### src/pkg/blcf_map.vh
// register map, field layout, reset values and timing constants for the buck/ldo block
`ifndef BLCF_MAP_VH
`define BLCF_MAP_VH

// register offsets
`define BLCF_B1_VSEL_OFF     8'h20
`define BLCF_B1_MODE_OFF     8'h23
`define BLCF_B1_CONF_OFF     8'h24
`define BLCF_B2_VSEL_OFF     8'h35
`define BLCF_B2_MODE_OFF     8'h38
`define BLCF_B2_CONF_OFF     8'h39
`define BLCF_B3_VSEL_OFF     8'h3c
`define BLCF_B3_MODE_OFF     8'h3f
`define BLCF_B3_CONF_OFF     8'h40
`define BLCF_LDO_EN_OFF      8'h60
`define BLCF_LDO_FAULT_OFF   8'h61
`define BLCF_LDO_MASK_OFF    8'h62
`define BLCF_LDO_PROT_OFF    8'h63

// configuration register fields
`define BLCF_CFG_FREQ        1:0
`define BLCF_CFG_PHASE       3:2
`define BLCF_CFG_ILIM        5:4
`define BLCF_CFG_MASK_B1     8'h0f
`define BLCF_CFG_MASK_B23    8'h3f
`define BLCF_PROT_EN_BIT     0

// set-point code masks
`define BLCF_VSEL_MASK_B1    8'h1f
`define BLCF_VSEL_MASK_B2    8'h07
`define BLCF_VSEL_MASK_B3    8'h0f
`define BLCF_LDO_MASK6       8'h3f

// codes and reset values
`define BLCF_FREQ_RSVD       2'h3
`define BLCF_FREQ_RST        2'h1
`define BLCF_PHASE_RST_B1    2'h0
`define BLCF_PHASE_RST_B2    2'h1
`define BLCF_PHASE_RST_B3    2'h2
`define BLCF_MODE_OFF        4'h0
`define BLCF_MODE_PWM        4'h1
`define BLCF_MODE_PFM        4'h3
`define BLCF_MODE_APS        4'h8
`define BLCF_MODE_RST        4'h8

// set-point voltages in millivolts
`define BLCF_B1_BASE_MV      12'd700
`define BLCF_B1_STEP_MV      12'd25
`define BLCF_B1_LAST_LIN     5'h1d
`define BLCF_B1_CODE30       5'h1e
`define BLCF_B1_CODE30_MV    12'd1800
`define BLCF_B1_CODE31_MV    12'd3300
`define BLCF_B2_LO_BASE_MV   12'd1500
`define BLCF_B2_LO_STEP_MV   12'd50
`define BLCF_B2_HI_TABLE     {12'd3300, 12'd3200, 12'd3150, 12'd3100, 12'd3000, 12'd2850, 12'd2800, 12'd2500}
`define BLCF_B3_BASE_MV      12'd900
`define BLCF_B3_STEP_MV      12'd50
`define BLCF_DVS_STEP_MV     12'd25

// timing
`define BLCF_CLK_PERIOD_NS   40
`define BLCF_DVS_STEP_NS     4000
`define BLCF_SHORT_TIME_US   8000

`endif

### src/hdl/blcf_top.v
// buck configuration registers, set-point ramping and ldo overload protection
`timescale 1ns/1ns
`default_nettype none
`include "blcf_map.vh"

// Operation
// - phase code 00,01,10,11 shifts buck clock by 0,90,180,270 degrees
// - phases start at 0, 90 and 180 degrees for buck1, buck2, buck3
// - frequency code 00=1 MHz, 01=2 MHz reset, 10=4 MHz, 11 reserved
// - any phase may combine with any frequency, per buck independently
// - buck1 code: 0.700 V plus 25 mV per step; 30=1.8 V, 31=3.3 V
// - buck2 low range: 1.500 V plus 50 mV per step up to 1.850 V
// - buck2 high range codes give 2.5,2.8,2.85,3.0,3.1,3.15,3.2,3.3 V
// - buck2 range fixed at start-up; writes only move within that range
// - buck3 code: 0.90 V plus 50 mV per step up to 1.65 V
// - buck set-point registers at 0x20, 0x35, 0x3c
// - buck mode selector registers at 0x23, 0x38, 0x3f
// - config registers 0x24, 0x39, 0x40; buck2 and buck3 add current limit
// - a disabled ldo has its output pull-down switched on
// - with protection on, ldo in limit over 8.0 ms gets its enable cleared
// - the same shutoff sets that ldo's fault flag
// - each fault flag reaches the interrupt only when its mask bit is clear
// - short protection enable resets to off
// - every overload sets the fault flag regardless of protection enable
// - mode 0000 off, 0001 pwm, 0011 pfm, 1000 auto skip, reset 1000
// - target voltage moves 25 mV every 4.0 us toward new set point
module blcf_top #(
  parameter NUM_LDO      = 6,
  parameter SHORT_CYCLES = `BLCF_SHORT_TIME_US * 1000 / `BLCF_CLK_PERIOD_NS,
  parameter CNT_W        = 18,
  parameter B1_VSEL_RST  = 8'h00,
  parameter B2_VSEL_RST  = 8'h00,
  parameter B3_VSEL_RST  = 8'h00
) (
  input  wire                 i_clk,
  input  wire                 i_reset,
  input  wire                 i_ce,
  input  wire [7:0]           i_reg_addr,
  input  wire [7:0]           i_reg_wdata,
  input  wire                 i_reg_wr,
  input  wire                 i_reg_rd,
  output reg  [7:0]           o_reg_rdata,
  input  wire                 i_buck2_hi_start,
  input  wire [NUM_LDO-1:0]   i_ldo_ilim,
  output reg  [5:0]           o_buck_phase_sel,
  output reg  [11:0]          o_buck_phase_onehot,
  output reg  [5:0]           o_buck_freq_sel,
  output reg  [8:0]           o_buck_freq_onehot,
  output reg  [11:0]          o_buck_mode_onehot,
  output reg  [3:0]           o_buck_ilim,
  output reg                  o_buck2_range_hi,
  output reg  [35:0]          o_buck_target_mv,
  output reg  [NUM_LDO-1:0]   o_ldo_enable,
  output reg  [NUM_LDO-1:0]   o_ldo_pulldown,
  output reg  [NUM_LDO-1:0]   o_ldo_fault_flag,
  output reg                  o_ldo_fault_irq
);

  // step and shutoff intervals in clock cycles, cut to their counter widths on purpose
  localparam integer DVS_INT = `BLCF_DVS_STEP_NS / `BLCF_CLK_PERIOD_NS;
  localparam [6:0] DVS_CYCLES = DVS_INT[6:0];
  localparam [CNT_W-1:0] SHORT_LIM = SHORT_CYCLES[CNT_W-1:0];

  // per-buck register storage, index 0..2 is buck1..buck3
  reg  [7:0]          vsel_q  [0:2];
  reg  [7:0]          mode_q  [0:2];
  reg  [7:0]          cfg_q   [0:2];
  reg  [11:0]         cur_q   [0:2];
  reg  [11:0]         tgt_mv  [0:2];
  reg  [NUM_LDO-1:0]  en_q;
  reg  [NUM_LDO-1:0]  fault_q;
  reg  [NUM_LDO-1:0]  mask_q;
  reg                 prot_q;
  reg                 range_hi_q;
  reg                 init_q;
  reg  [6:0]          tick_q;
  reg  [NUM_LDO-1:0]  ilim_prev_q;
  reg  [7:0]          rdata_d;
  wire [NUM_LDO-1:0]  trip;
  wire                dvs_tick;
  // one loop index per process, so no index has two drivers
  integer             k;
  integer             kt;
  integer             kr;
  integer             ko;

  // offset lookup per buck
  function [7:0] vsel_off;
    input integer b;
    begin
      vsel_off = (b == 0) ? `BLCF_B1_VSEL_OFF : (b == 1) ? `BLCF_B2_VSEL_OFF : `BLCF_B3_VSEL_OFF;
    end
  endfunction

  // mode selector offset per buck
  function [7:0] mode_off;
    input integer b;
    begin
      mode_off = (b == 0) ? `BLCF_B1_MODE_OFF : (b == 1) ? `BLCF_B2_MODE_OFF : `BLCF_B3_MODE_OFF;
    end
  endfunction

  // configuration register offset per buck
  function [7:0] conf_off;
    input integer b;
    begin
      conf_off = (b == 0) ? `BLCF_B1_CONF_OFF : (b == 1) ? `BLCF_B2_CONF_OFF : `BLCF_B3_CONF_OFF;
    end
  endfunction

  // writable set-point bits per buck; bits above the code read back as zero
  function [7:0] vsel_mask;
    input integer b;
    begin
      vsel_mask = (b == 0) ? `BLCF_VSEL_MASK_B1 : (b == 1) ? `BLCF_VSEL_MASK_B2
                                                           : `BLCF_VSEL_MASK_B3;
    end
  endfunction

  // buck1 has no current-limit field in its config register
  function [7:0] cfg_mask;
    input integer b;
    begin
      cfg_mask = (b == 0) ? `BLCF_CFG_MASK_B1 : `BLCF_CFG_MASK_B23;
    end
  endfunction

  // set-point code to millivolts
  function [11:0] setpt_mv;
    input integer     b;
    input [7:0]       code;
    input             hi;
    reg   [95:0]      hi_tab;
    begin
      hi_tab = `BLCF_B2_HI_TABLE;
      setpt_mv = 12'd0;
      if (b == 0) begin
        if (code[4:0] <= `BLCF_B1_LAST_LIN)
          setpt_mv = `BLCF_B1_BASE_MV + `BLCF_B1_STEP_MV * {7'h00, code[4:0]};
        else if (code[4:0] == `BLCF_B1_CODE30)
          setpt_mv = `BLCF_B1_CODE30_MV;
        else
          setpt_mv = `BLCF_B1_CODE31_MV;
      end else if (b == 1) begin
        if (hi)
          setpt_mv = hi_tab[code[2:0]*12 +: 12];
        else
          setpt_mv = `BLCF_B2_LO_BASE_MV + `BLCF_B2_LO_STEP_MV * {9'h000, code[2:0]};
      end else begin
        setpt_mv = `BLCF_B3_BASE_MV + `BLCF_B3_STEP_MV * {8'h00, code[3:0]};
      end
    end
  endfunction

  // targets follow the stored codes; buck2 also follows the latched range
  always @* begin
    for (kt = 0; kt < 3; kt = kt + 1) begin
      tgt_mv[kt] = setpt_mv(kt, vsel_q[kt], range_hi_q);
    end
  end

  // shared 4.0 us step strobe for voltage ramping
  // it counts enabled cycles only, so a frozen block also holds its ramp
  assign dvs_tick = (tick_q == DVS_CYCLES - 7'd1);

  always @(posedge i_clk) begin
    if (i_reset) begin
      tick_q <= 7'h00;
    end else if (i_ce) begin
      tick_q <= dvs_tick ? 7'h00 : tick_q + 7'd1;
    end
  end

  // register file writes, start-up capture and ramp
  always @(posedge i_clk) begin
    if (i_reset) begin
      vsel_q[0]  <= B1_VSEL_RST;
      vsel_q[1]  <= B2_VSEL_RST;
      vsel_q[2]  <= B3_VSEL_RST;
      cfg_q[0]   <= {4'h0, `BLCF_PHASE_RST_B1, `BLCF_FREQ_RST};
      cfg_q[1]   <= {4'h0, `BLCF_PHASE_RST_B2, `BLCF_FREQ_RST};
      cfg_q[2]   <= {4'h0, `BLCF_PHASE_RST_B3, `BLCF_FREQ_RST};
      for (k = 0; k < 3; k = k + 1) begin
        mode_q[k] <= {4'h0, `BLCF_MODE_RST};
        cur_q[k]  <= 12'h000;
      end
      en_q       <= {NUM_LDO{1'b0}};
      mask_q     <= {NUM_LDO{1'b0}};
      prot_q     <= 1'b0;
      range_hi_q <= 1'b0;
      init_q     <= 1'b0;
    end else if (i_ce) begin
      // a set-point write in this first cycle lands, but the preload still uses the old code
      // the range strap is caught once, on the first cycle after reset release
      if (!init_q) begin
        init_q     <= 1'b1;
        range_hi_q <= i_buck2_hi_start;
      end
      for (k = 0; k < 3; k = k + 1) begin
        if (!init_q) begin
          cur_q[k] <= setpt_mv(k, vsel_q[k], i_buck2_hi_start);
        end else if (dvs_tick) begin
          // clamp at target so odd step sizes (buck2 high range) land exactly
          if (cur_q[k] + `BLCF_DVS_STEP_MV < tgt_mv[k])
            cur_q[k] <= cur_q[k] + `BLCF_DVS_STEP_MV;
          else if (cur_q[k] > tgt_mv[k] + `BLCF_DVS_STEP_MV)
            cur_q[k] <= cur_q[k] - `BLCF_DVS_STEP_MV;
          else
            cur_q[k] <= tgt_mv[k];
        end
        if (i_reg_wr && i_reg_addr == vsel_off(k)) begin
          vsel_q[k] <= i_reg_wdata & vsel_mask(k);
        end
        if (i_reg_wr && i_reg_addr == mode_off(k)) begin
          mode_q[k] <= {4'h0, i_reg_wdata[3:0]};
        end
        if (i_reg_wr && i_reg_addr == conf_off(k)) begin
          // phase and frequency are independent fields
          cfg_q[k][`BLCF_CFG_PHASE] <= i_reg_wdata[`BLCF_CFG_PHASE];
          // buck1 has no current-limit field, so its bits keep their reset zero
          if (k != 0)
            cfg_q[k][`BLCF_CFG_ILIM] <= i_reg_wdata[`BLCF_CFG_ILIM];
          if (i_reg_wdata[`BLCF_CFG_FREQ] != `BLCF_FREQ_RSVD)
            cfg_q[k][`BLCF_CFG_FREQ] <= i_reg_wdata[`BLCF_CFG_FREQ];
        end
      end
      // a shutoff beats a software write in the same cycle
      if (i_reg_wr && i_reg_addr == `BLCF_LDO_EN_OFF)
        en_q <= i_reg_wdata[NUM_LDO-1:0] & ~trip;
      else
        en_q <= en_q & ~trip;
      if (i_reg_wr && i_reg_addr == `BLCF_LDO_MASK_OFF)
        mask_q <= i_reg_wdata[NUM_LDO-1:0];
      if (i_reg_wr && i_reg_addr == `BLCF_LDO_PROT_OFF)
        prot_q <= i_reg_wdata[`BLCF_PROT_EN_BIT];
    end
  end

  // overload timers, one per ldo
  genvar g;
  generate
    for (g = 0; g < NUM_LDO; g = g + 1) begin : g_ldo
      reg [CNT_W-1:0] cnt_q;
      always @(posedge i_clk) begin
        if (i_reset) begin
          cnt_q <= {CNT_W{1'b0}};
        end else if (i_ce) begin
          // counter saturates so a late protection enable still trips at once
          if (i_ldo_ilim[g] && en_q[g])
            cnt_q <= (cnt_q == SHORT_LIM) ? cnt_q : cnt_q + {{(CNT_W-1){1'b0}}, 1'b1};
          else
            cnt_q <= {CNT_W{1'b0}};
        end
      end
      // trip only after the limit has been held beyond the full period
      assign trip[g] = prot_q && en_q[g] && i_ldo_ilim[g] && (cnt_q == SHORT_LIM);
    end
  endgenerate

  // fault flags: set on entry to current limit and on shutoff, set wins over clear
  // the edge detector resets low, the idle level of the limit input, so no false edge
  always @(posedge i_clk) begin
    if (i_reset) begin
      fault_q     <= {NUM_LDO{1'b0}};
      ilim_prev_q <= {NUM_LDO{1'b0}};
    end else if (i_ce) begin
      ilim_prev_q <= i_ldo_ilim;
      if (i_reg_wr && i_reg_addr == `BLCF_LDO_FAULT_OFF)
        fault_q <= (fault_q & ~i_reg_wdata[NUM_LDO-1:0]) | trip
                   | (i_ldo_ilim & ~ilim_prev_q);
      else
        fault_q <= fault_q | trip | (i_ldo_ilim & ~ilim_prev_q);
    end
  end

  // read mux; unmapped addresses read zero
  always @* begin
    rdata_d = 8'h00;
    for (kr = 0; kr < 3; kr = kr + 1) begin
      if (i_reg_addr == vsel_off(kr))
        rdata_d = vsel_q[kr];
      if (i_reg_addr == mode_off(kr))
        rdata_d = mode_q[kr];
      if (i_reg_addr == conf_off(kr))
        rdata_d = cfg_q[kr] & cfg_mask(kr);
    end
    case (i_reg_addr)
      `BLCF_LDO_EN_OFF:    rdata_d = {{(8-NUM_LDO){1'b0}}, en_q};
      `BLCF_LDO_FAULT_OFF: rdata_d = {{(8-NUM_LDO){1'b0}}, fault_q};
      `BLCF_LDO_MASK_OFF:  rdata_d = {{(8-NUM_LDO){1'b0}}, mask_q};
      `BLCF_LDO_PROT_OFF:  rdata_d = {7'h00, prot_q};
      default:             rdata_d = rdata_d;
    endcase
  end

  // registered outputs: read data and decoded controls
  always @(posedge i_clk) begin
    if (i_reset) begin
      o_reg_rdata         <= 8'h00;
      o_buck_phase_sel    <= 6'h00;
      o_buck_phase_onehot <= 12'h000;
      o_buck_freq_sel     <= 6'h00;
      o_buck_freq_onehot  <= 9'h000;
      o_buck_mode_onehot  <= 12'h000;
      o_buck_ilim         <= 4'h0;
      o_buck2_range_hi    <= 1'b0;
      o_buck_target_mv    <= 36'h000000000;
      o_ldo_enable        <= {NUM_LDO{1'b0}};
      o_ldo_pulldown      <= {NUM_LDO{1'b1}};
      o_ldo_fault_flag    <= {NUM_LDO{1'b0}};
      o_ldo_fault_irq     <= 1'b0;
    end else if (i_ce) begin
      // read data holds between reads, so the host may take it late
      if (i_reg_rd)
        o_reg_rdata <= rdata_d;
      for (ko = 0; ko < 3; ko = ko + 1) begin
        o_buck_phase_sel[ko*2 +: 2] <= cfg_q[ko][`BLCF_CFG_PHASE];
        o_buck_freq_sel[ko*2 +: 2]  <= cfg_q[ko][`BLCF_CFG_FREQ];
        // one-hot bit n means n*90 degrees of shift
        o_buck_phase_onehot[ko*4 +: 4] <= 4'h1 << cfg_q[ko][`BLCF_CFG_PHASE];
        // bits are 1, 2, 4 MHz; the reserved code can never be stored
        o_buck_freq_onehot[ko*3 +: 3] <= 3'h1 << cfg_q[ko][`BLCF_CFG_FREQ];
        // bits are off, pwm, pfm, auto skip; other codes light none
        case (mode_q[ko][3:0])
          `BLCF_MODE_OFF: o_buck_mode_onehot[ko*4 +: 4] <= 4'h1;
          `BLCF_MODE_PWM: o_buck_mode_onehot[ko*4 +: 4] <= 4'h2;
          `BLCF_MODE_PFM: o_buck_mode_onehot[ko*4 +: 4] <= 4'h4;
          `BLCF_MODE_APS: o_buck_mode_onehot[ko*4 +: 4] <= 4'h8;
          default:        o_buck_mode_onehot[ko*4 +: 4] <= 4'h0;
        endcase
        o_buck_target_mv[ko*12 +: 12] <= cur_q[ko];
      end
      o_buck_ilim      <= {cfg_q[2][`BLCF_CFG_ILIM], cfg_q[1][`BLCF_CFG_ILIM]};
      o_buck2_range_hi <= range_hi_q;
      o_ldo_enable     <= en_q;
      o_ldo_pulldown   <= ~en_q;
      o_ldo_fault_flag <= fault_q;
      o_ldo_fault_irq  <= |(fault_q & ~mask_q);
    end
  end

endmodule // blcf_top
`default_nettype wire

### config.mk
export PLATFORM = sky130hd
export DESIGN_NAME = blcf_top
export DESIGN_NICKNAME = d
export VERILOG_FILES = /design/src/hdl/blcf_top.v
export VERILOG_INCLUDE_DIRS = /design/src /design/src/pkg
export SDC_FILE = /design/constraint.sdc
export NUM_CORES = 1
export LEC_CHECK = 0
export ABC_AREA = 0
export ABC_CLOCK_PERIOD_IN_PS = 4600
export BUFFER_PORTS_ARGS = -buffer_cell sky130_fd_sc_hd__buf_2
export CORE_MARGIN = 5
export CORE_UTILIZATION = 50
export DETAILED_ROUTE_END_ITERATION = 8
export GPL_ROUTABILITY_DRIVEN = 0
export GPL_TIMING_DRIVEN = 0
export PLACE_DENSITY = 0.71
export RECOVER_POWER = 100
export SLEW_MARGIN = 25
export SYNTH_ARGS = -nofsm -noshare
export SYNTH_HDL_FRONTEND = slang
export SYNTH_SLANG_ARGS = --single-unit
export TNS_END_PERCENT = 1
### constraint.sdc
create_clock -name i_clk -period 4.6 [get_ports i_clk]
set_input_delay 0.92 -clock i_clk [delete_from_list [all_inputs] [get_ports i_clk]]
set_output_delay 0.92 -clock i_clk [all_outputs]
set_load 0.02 [all_outputs]
### Word level (Yosys, flattened, before mapping)

Memory sizes are Yosys's and may differ from the RTL's.
Cells that the tools add are included.

* eq/ne operators: 37
* add/sub/neg operators: 19
* reductions and logical operators: 51
* $mul: 4
* shifts and indexed selects: 7
* bitwise operators: 41
* divide/modulo/power cells: 0
* mux-type cells: 182
* order comparisons: 7

Operators by type and width (number)
* 12-bit two-way mux: 25
* 18-bit two-way mux: 12
* 1-bit two-way mux: 115
* 18-bit by 1-bit adder with 18-bit output, second input constant: 6
* 18-bit equality test, second input constant: 6
* 96-bit by 8-bit variable part select with 12-bit output, first input constant: 1
* 8-bit two-way mux: 9
* 8-bit by 6-bit equality test with 1-bit output, second input constant: 8
* 12-bit by 5-bit adder with 12-bit output, second input constant: 5
* 4-bit one-hot mux with 4 select lines: 3
* 8-bit by 7-bit equality test with 1-bit output, second input constant: 5
* 1-bit logical AND: 37
* 12-bit > comparator: 3
* 12-bit by 5-bit subtractor with 12-bit output, second input constant: 3
* 8-bit one-hot mux with 4 select lines: 1
* 6-bit bitwise AND: 5
* 6-bit inverter: 5
* 1-bit OR: 26
* 12-bit less-than comparator: 2
* 6-bit OR: 4
* 10-bit by 10-bit adder with 11-bit output, first input constant: 2
* 2-bit AND reduction: 10
* 2-bit two-way mux: 8
* 5-bit two-way mux: 3
* other kinds (23): 44

* register bits: 255
* RAM bits: 81
* output and inout port bits: 113
* ROM bits: 0
* word-level logic and storage cells: 379
* memories: 4
* input port bits: 28
* bits in latches: 0

Memory list
* cur_q: words 3, width 12, read ports 3, clocked after Yosys merged registers in 0, write ports 3, RTL line blcf_top.v:68 `reg [11:0] cur_q [0:2];`
* cfg_q: words 3, width 6, read ports 3, clocked after Yosys merged registers in 0, write ports 3, RTL line blcf_top.v:67 `reg [7:0] cfg_q [0:2];`
* vsel_q: words 3, width 5, read ports 3, clocked after Yosys merged registers in 0, write ports 3, RTL line blcf_top.v:65 `reg [7:0] vsel_q [0:2];`
* mode_q: words 3, width 4, read ports 3, clocked after Yosys merged registers in 0, write ports 3, RTL line blcf_top.v:66 `reg [7:0] mode_q [0:2];`

### Depth between registers and ports, before layout

An unclocked memory read counts as a cell.

* depth in word-level cells: 15
* depth in mapped cells: 24
* mapped depth without buffers: 23

### Least setup slack after synthesis

Ideal clock, no wire load.

* path kind: reg-to-reg
* start point: memory vsel_q[0][0] (netlist name)
* end point: memory cur_q[0][8], data pin
* buffers on the path: 1
* slack: -390 ps
* cell stages (with the launch flop): 23
* arrival time: 4720 ps
* period minus slack after synthesis: 4990 ps
* required time: 4330 ps
* library setup time: 270 ps
* cell sequence: edfxtp_1 > inv_1 > ha_1 > fa_1 > inv_1 > ha_1 > ha_1 > inv_1 > fa_1 > xnor2_1 > a21oi_1 > nor3b_1 > nand3b_1 > xor2_1 > ha_1 > a21o_1 > a21oi_1 > nor2b_1 > o41a_1 > o21ai_1 > buf_2 > o21a_1 > a21oi_1

RTL lines (RTL line)
* start: declaration: blcf_top.v:65
* end: declaration: blcf_top.v:68

==> impl_metrics.json <==
{
  "status": "finished with violations",
  "violations": "negative setup slack",
  "finalCritPeriodShare": 1.13,
  "synth_top_area_share": 0.269,
  "io_buffers": 131,
  "grt_start_max_net_pins": 14,
  "slew_violations": 0,
  "die_h_um": 204,
  "start_kind": "flip-flop",
  "initial_core_util": 0.504,
  "antenna_left": 0,
  "cts_root_buf": "clkbuf_16",
  "fin_ws_ns": -0.596,
  "ys_types": 87,
  "ys.flop_type": "dfxtp_1",
  "cts_tree": "done",
  "fmax_mhz": 192,
  "clk_latency_ns": 0.57,
  "yosysTopAreaCell": "dfxtp_1",
  "hold_buffers": 0,
  "total_power_mw": 7.86,
  "gr-usage-met1": 0.323,
  "ys_seq_area_frac": 0.390,
  "setup_violations": 22,
  "p_int_mw": 5.42,
  "yosys-top-cells-area": "dfxtp_1 (27%), edfxtp_1 (12%), ha_1 (8.3%), nor2_1 (5.8%), mux2i_1 (5.0%)",
  "met3_usage": 0.0514,
  "via_per_inst": 5.84,
  "grt_pass1_vias": 16600,
  "finalNonFillerCells": 2894,
  "drcViolationCount": 0,
  "cp.arrival_ns": 5.48,
  "wl_per_cell_um": 19.1,
  "row_count": 71,
  "die_w_um": 204,
  "htreeDepth": 2,
  "async_reset_ff_frac": 0,
  "ys_warn_count": 0,
  "synth_edf_count": 76,
  "crit_path_end_kind": "flip-flop",
  "worst-setup-path-type": "flip-flop to flip-flop",
  "pwr-share-seq": 0.404,
  "crit_required_ns": 4.88,
  "syn_area_sq_um": 18800,
  "busiest_layer": "met2",
  "hp-class": "flip-flop to flip-flop",
  "power_frac_clock": 0.370,
  "switching_share": 0.310,
  "clockBufferDepth": 3,
  "fillCellCount": 3392,
  "p_sw_mw": 2.44,
  "cts_buffers": 36,
  "use_met2": 0.427,
  "grt_pass1_wl_um": 87000,
  "synth-seq-cells": 329,
  "peakVddDrop_mv": 0.233,
  "worstPathMaxFanout": 8,
  "max_slew_margin": 0.220,
  "vias": 16900,
  "finClkSkew_ns": 0.0193,
  "die_area_sq_um": 41700,
  "place_area_sq_um": 20200,
  "synth_cells": 2162,
  "placed_cells_incl_taps": 2805,
  "max_cap_violations": 0,
  "hpwlAfterDp_um": 40700,
  "drt_wl_total_um": 55400,
  "grt_util_all_layers": 0.257,
  "core_area_sq_um": 37400,
  "finalInstanceArea_sq_um": 21700,
  "first_pass_iters": 7,
  "path_clk_slew_ns": 0.06,
  "p_per_area_nw_per_um2": 362,
  "drtIter0Drc": 1297,
  "p_leak_nw": 8.42,
  "worst_pin_slew_ns": 1.16,
  "grt_overflow": 0,
  "nets": 2514,
  "drive_gt1_frac": 0.0819,
  "rsz0062_at_grt": "yes",
  "share_comb_of_total_power": 0.227,
  "finalHoldViolCount": 0,
  "area_growth_pct": 15.1,
  "cts.sinks": 329,
  "syn_avg_cell_area_sq_um": 8.72,
  "finalCriticalPeriod_ns": 5.20,
  "pin_count": 141,
  "antenna_found_initial": 5
}
final cells by class:
cell class | instances | area (sq um) | area share
multi-input cells | 1638 | 11100 | 0.510
well taps | 511 | 639 | 0.0295
clock buffers | 55 | 1090 | 0.0505
diodes | 2 | 5.00 | 0.000231
clock inverters | 9 | 75.1 | 0.00346
flip-flops and latches | 329 | 7350 | 0.339
inverters | 89 | 334 | 0.0154
plain buffers | 107 | 449 | 0.0207
repair buffers | 154 | 684 | 0.0315
power by group through the flow:
| stage | registers [mW] | logic, mW | clock network [mW] |
|---|---|---|---|
| 6_report | 3.17 | 1.78 | 2.91 |
| 5_1_grt | 3.18 | 1.95 | 3.06 |
| 2_1_floorplan | 3.24 | 1.14 | 0 |
| 3_5_place_dp | 3.23 | 1.59 | 0 |
| 4_1_cts | 3.16 | 1.71 | 2.94 |
| 3_3_place_gp | 3.23 | 1.54 | 0 |
cells by family after synthesis:
family                     synth area share
xor gates and xnor gates             0.0850
buffers and inverters                0.0404
muxes                                0.0510
adders and majority gates            0.0893
AOI/OAI and AO/OA                     0.129
other                              0.000398
and+or+nand+nor                       0.216
DFF                                   0.390
placed cells by master (no fill, tap or decap), types with 80 or more instances in the layout:
cell type	instances
a21oi_1	119
clkbuf_1	217
dfxtp_1	253
ha_1	118
inv_1	80
mux2i_1	95
nand2_1	180
nor2_1	288
o21ai_0	80
xnor2_1	82
xor2_1	94
through the flow:
step | util | hold WS (ns) | worst slack, ns | TNS [ns]
5_1_grt | 0.580 | 0.484 | -0.784 | -13.93
3_3_place_gp | 0.540 | 0.445 | -0.801 | -19.13
3_5_place_dp | 0.540 | 0.454 | -0.936 | -22.49
2_1_floorplan | - | 0.455 | -0.172 | -1.63
6_report | 0.580 | 0.462 | -0.596 | -7.44
4_1_cts | 0.579 | 0.462 | -0.495 | -5.49
critical path: stages (launching register included):
cell and delay (ns):
edfxtp_1 0.43, buf_4 0.16, buf_4 0.16, ha_1 0.19, and3_1 0.22, or3_1 0.31
clkbuf_1 0.23, nand2_1 0.20, inv_1 0.08, ha_1 0.24, a221oi_2 0.37, a21oi_1 0.15
nor2b_2 0.19, nor2b_1 0.15, a21oi_1 0.18, ha_1 0.27, nand4_1 0.18, a211oi_2 0.06
o41a_1 0.56, o21ai_4 0.26, buf_6 0.14, o21a_1 0.14, a21oi_2 0.04
sequential cells by signal, indices dropped and copies added (netlist names), 4 cells and up:
name	count
mask_q	6
tick_q	7
o_ldo_fault_flag	6
en_q	6
vsel_q	12
cur_q	36
cfg_q	16
o_buck_phase_onehot	12
o_buck_freq_onehot	9
o_buck_freq_sel	6
o_ldo_pulldown	6
o_buck_mode_onehot	12
o_buck_phase_sel	6
o_reg_rdata	6
o_buck_ilim	4
fault_q	6
o_ldo_enable	6
g_ldo.cnt_q	108
mode_q	12
ilim_prev_q	6
o_buck_target_mv	36
worst paths after layout:
check / cells past startpoint / slack, ns / startpoint / end
max: 22 / -0.60 / vsel_q[0][0] / cur_q[0][7]
min: 2 / 0.46 / o_buck_phase_onehot[2] / o_buck_phase_onehot[2]
max reg2reg: 22 / -0.60 / vsel_q[0][0] / cur_q[0][7]
min reg2reg: 2 / 0.46 / o_buck_phase_onehot[2] / o_buck_phase_onehot[2]
what timing repair did:
item,in CTS,in global routing
pin swaps,8,16
endpoints found under the setup margin,36,35
gates cloned,0,1
buffers inserted,18,4
resized for setup,33,43
per-layer routing:
metal | share of wire | up-vias
met5 | 0.00070 | -
met4 | 0.044 | 6
met3 | 0.076 | 160
met2 | 0.47 | 659
met1 | 0.41 | 8079
li1 | - | 8002
Yosys cell counts, types with 4 or more instances:
cell        n
o21ai_0    90
a31oi_1    14
o21a_1      8
clkbuf_1   88
o22ai_1    12
and4_1      4
nand4_1    30
dfxtp_1   253
a211oi_1   11
edfxtp_1   76
and3_1     36
a31o_2      7
o211ai_1    5
xnor2_1    87
a311oi_1    7
and2_1     23
a21oi_1   123
buf_1       8
inv_1      87
or3_1      31
a221oi_1    9
nand3_1    68
or2_2       6
a211o_1     4
nor4b_1    11
fa_1        6
buf_2       8
nand2b_1   27
nand3b_1   10
nor2_1    293
mux2i_1    95
nor3_1     51
xor2_1     96
a22oi_1    20
o21ai_1     4
ha_1      125
nor4_1     18
nand2_1   182
a21o_1     27
nor2b_1    22
Power figures use the tool's default switching activity.
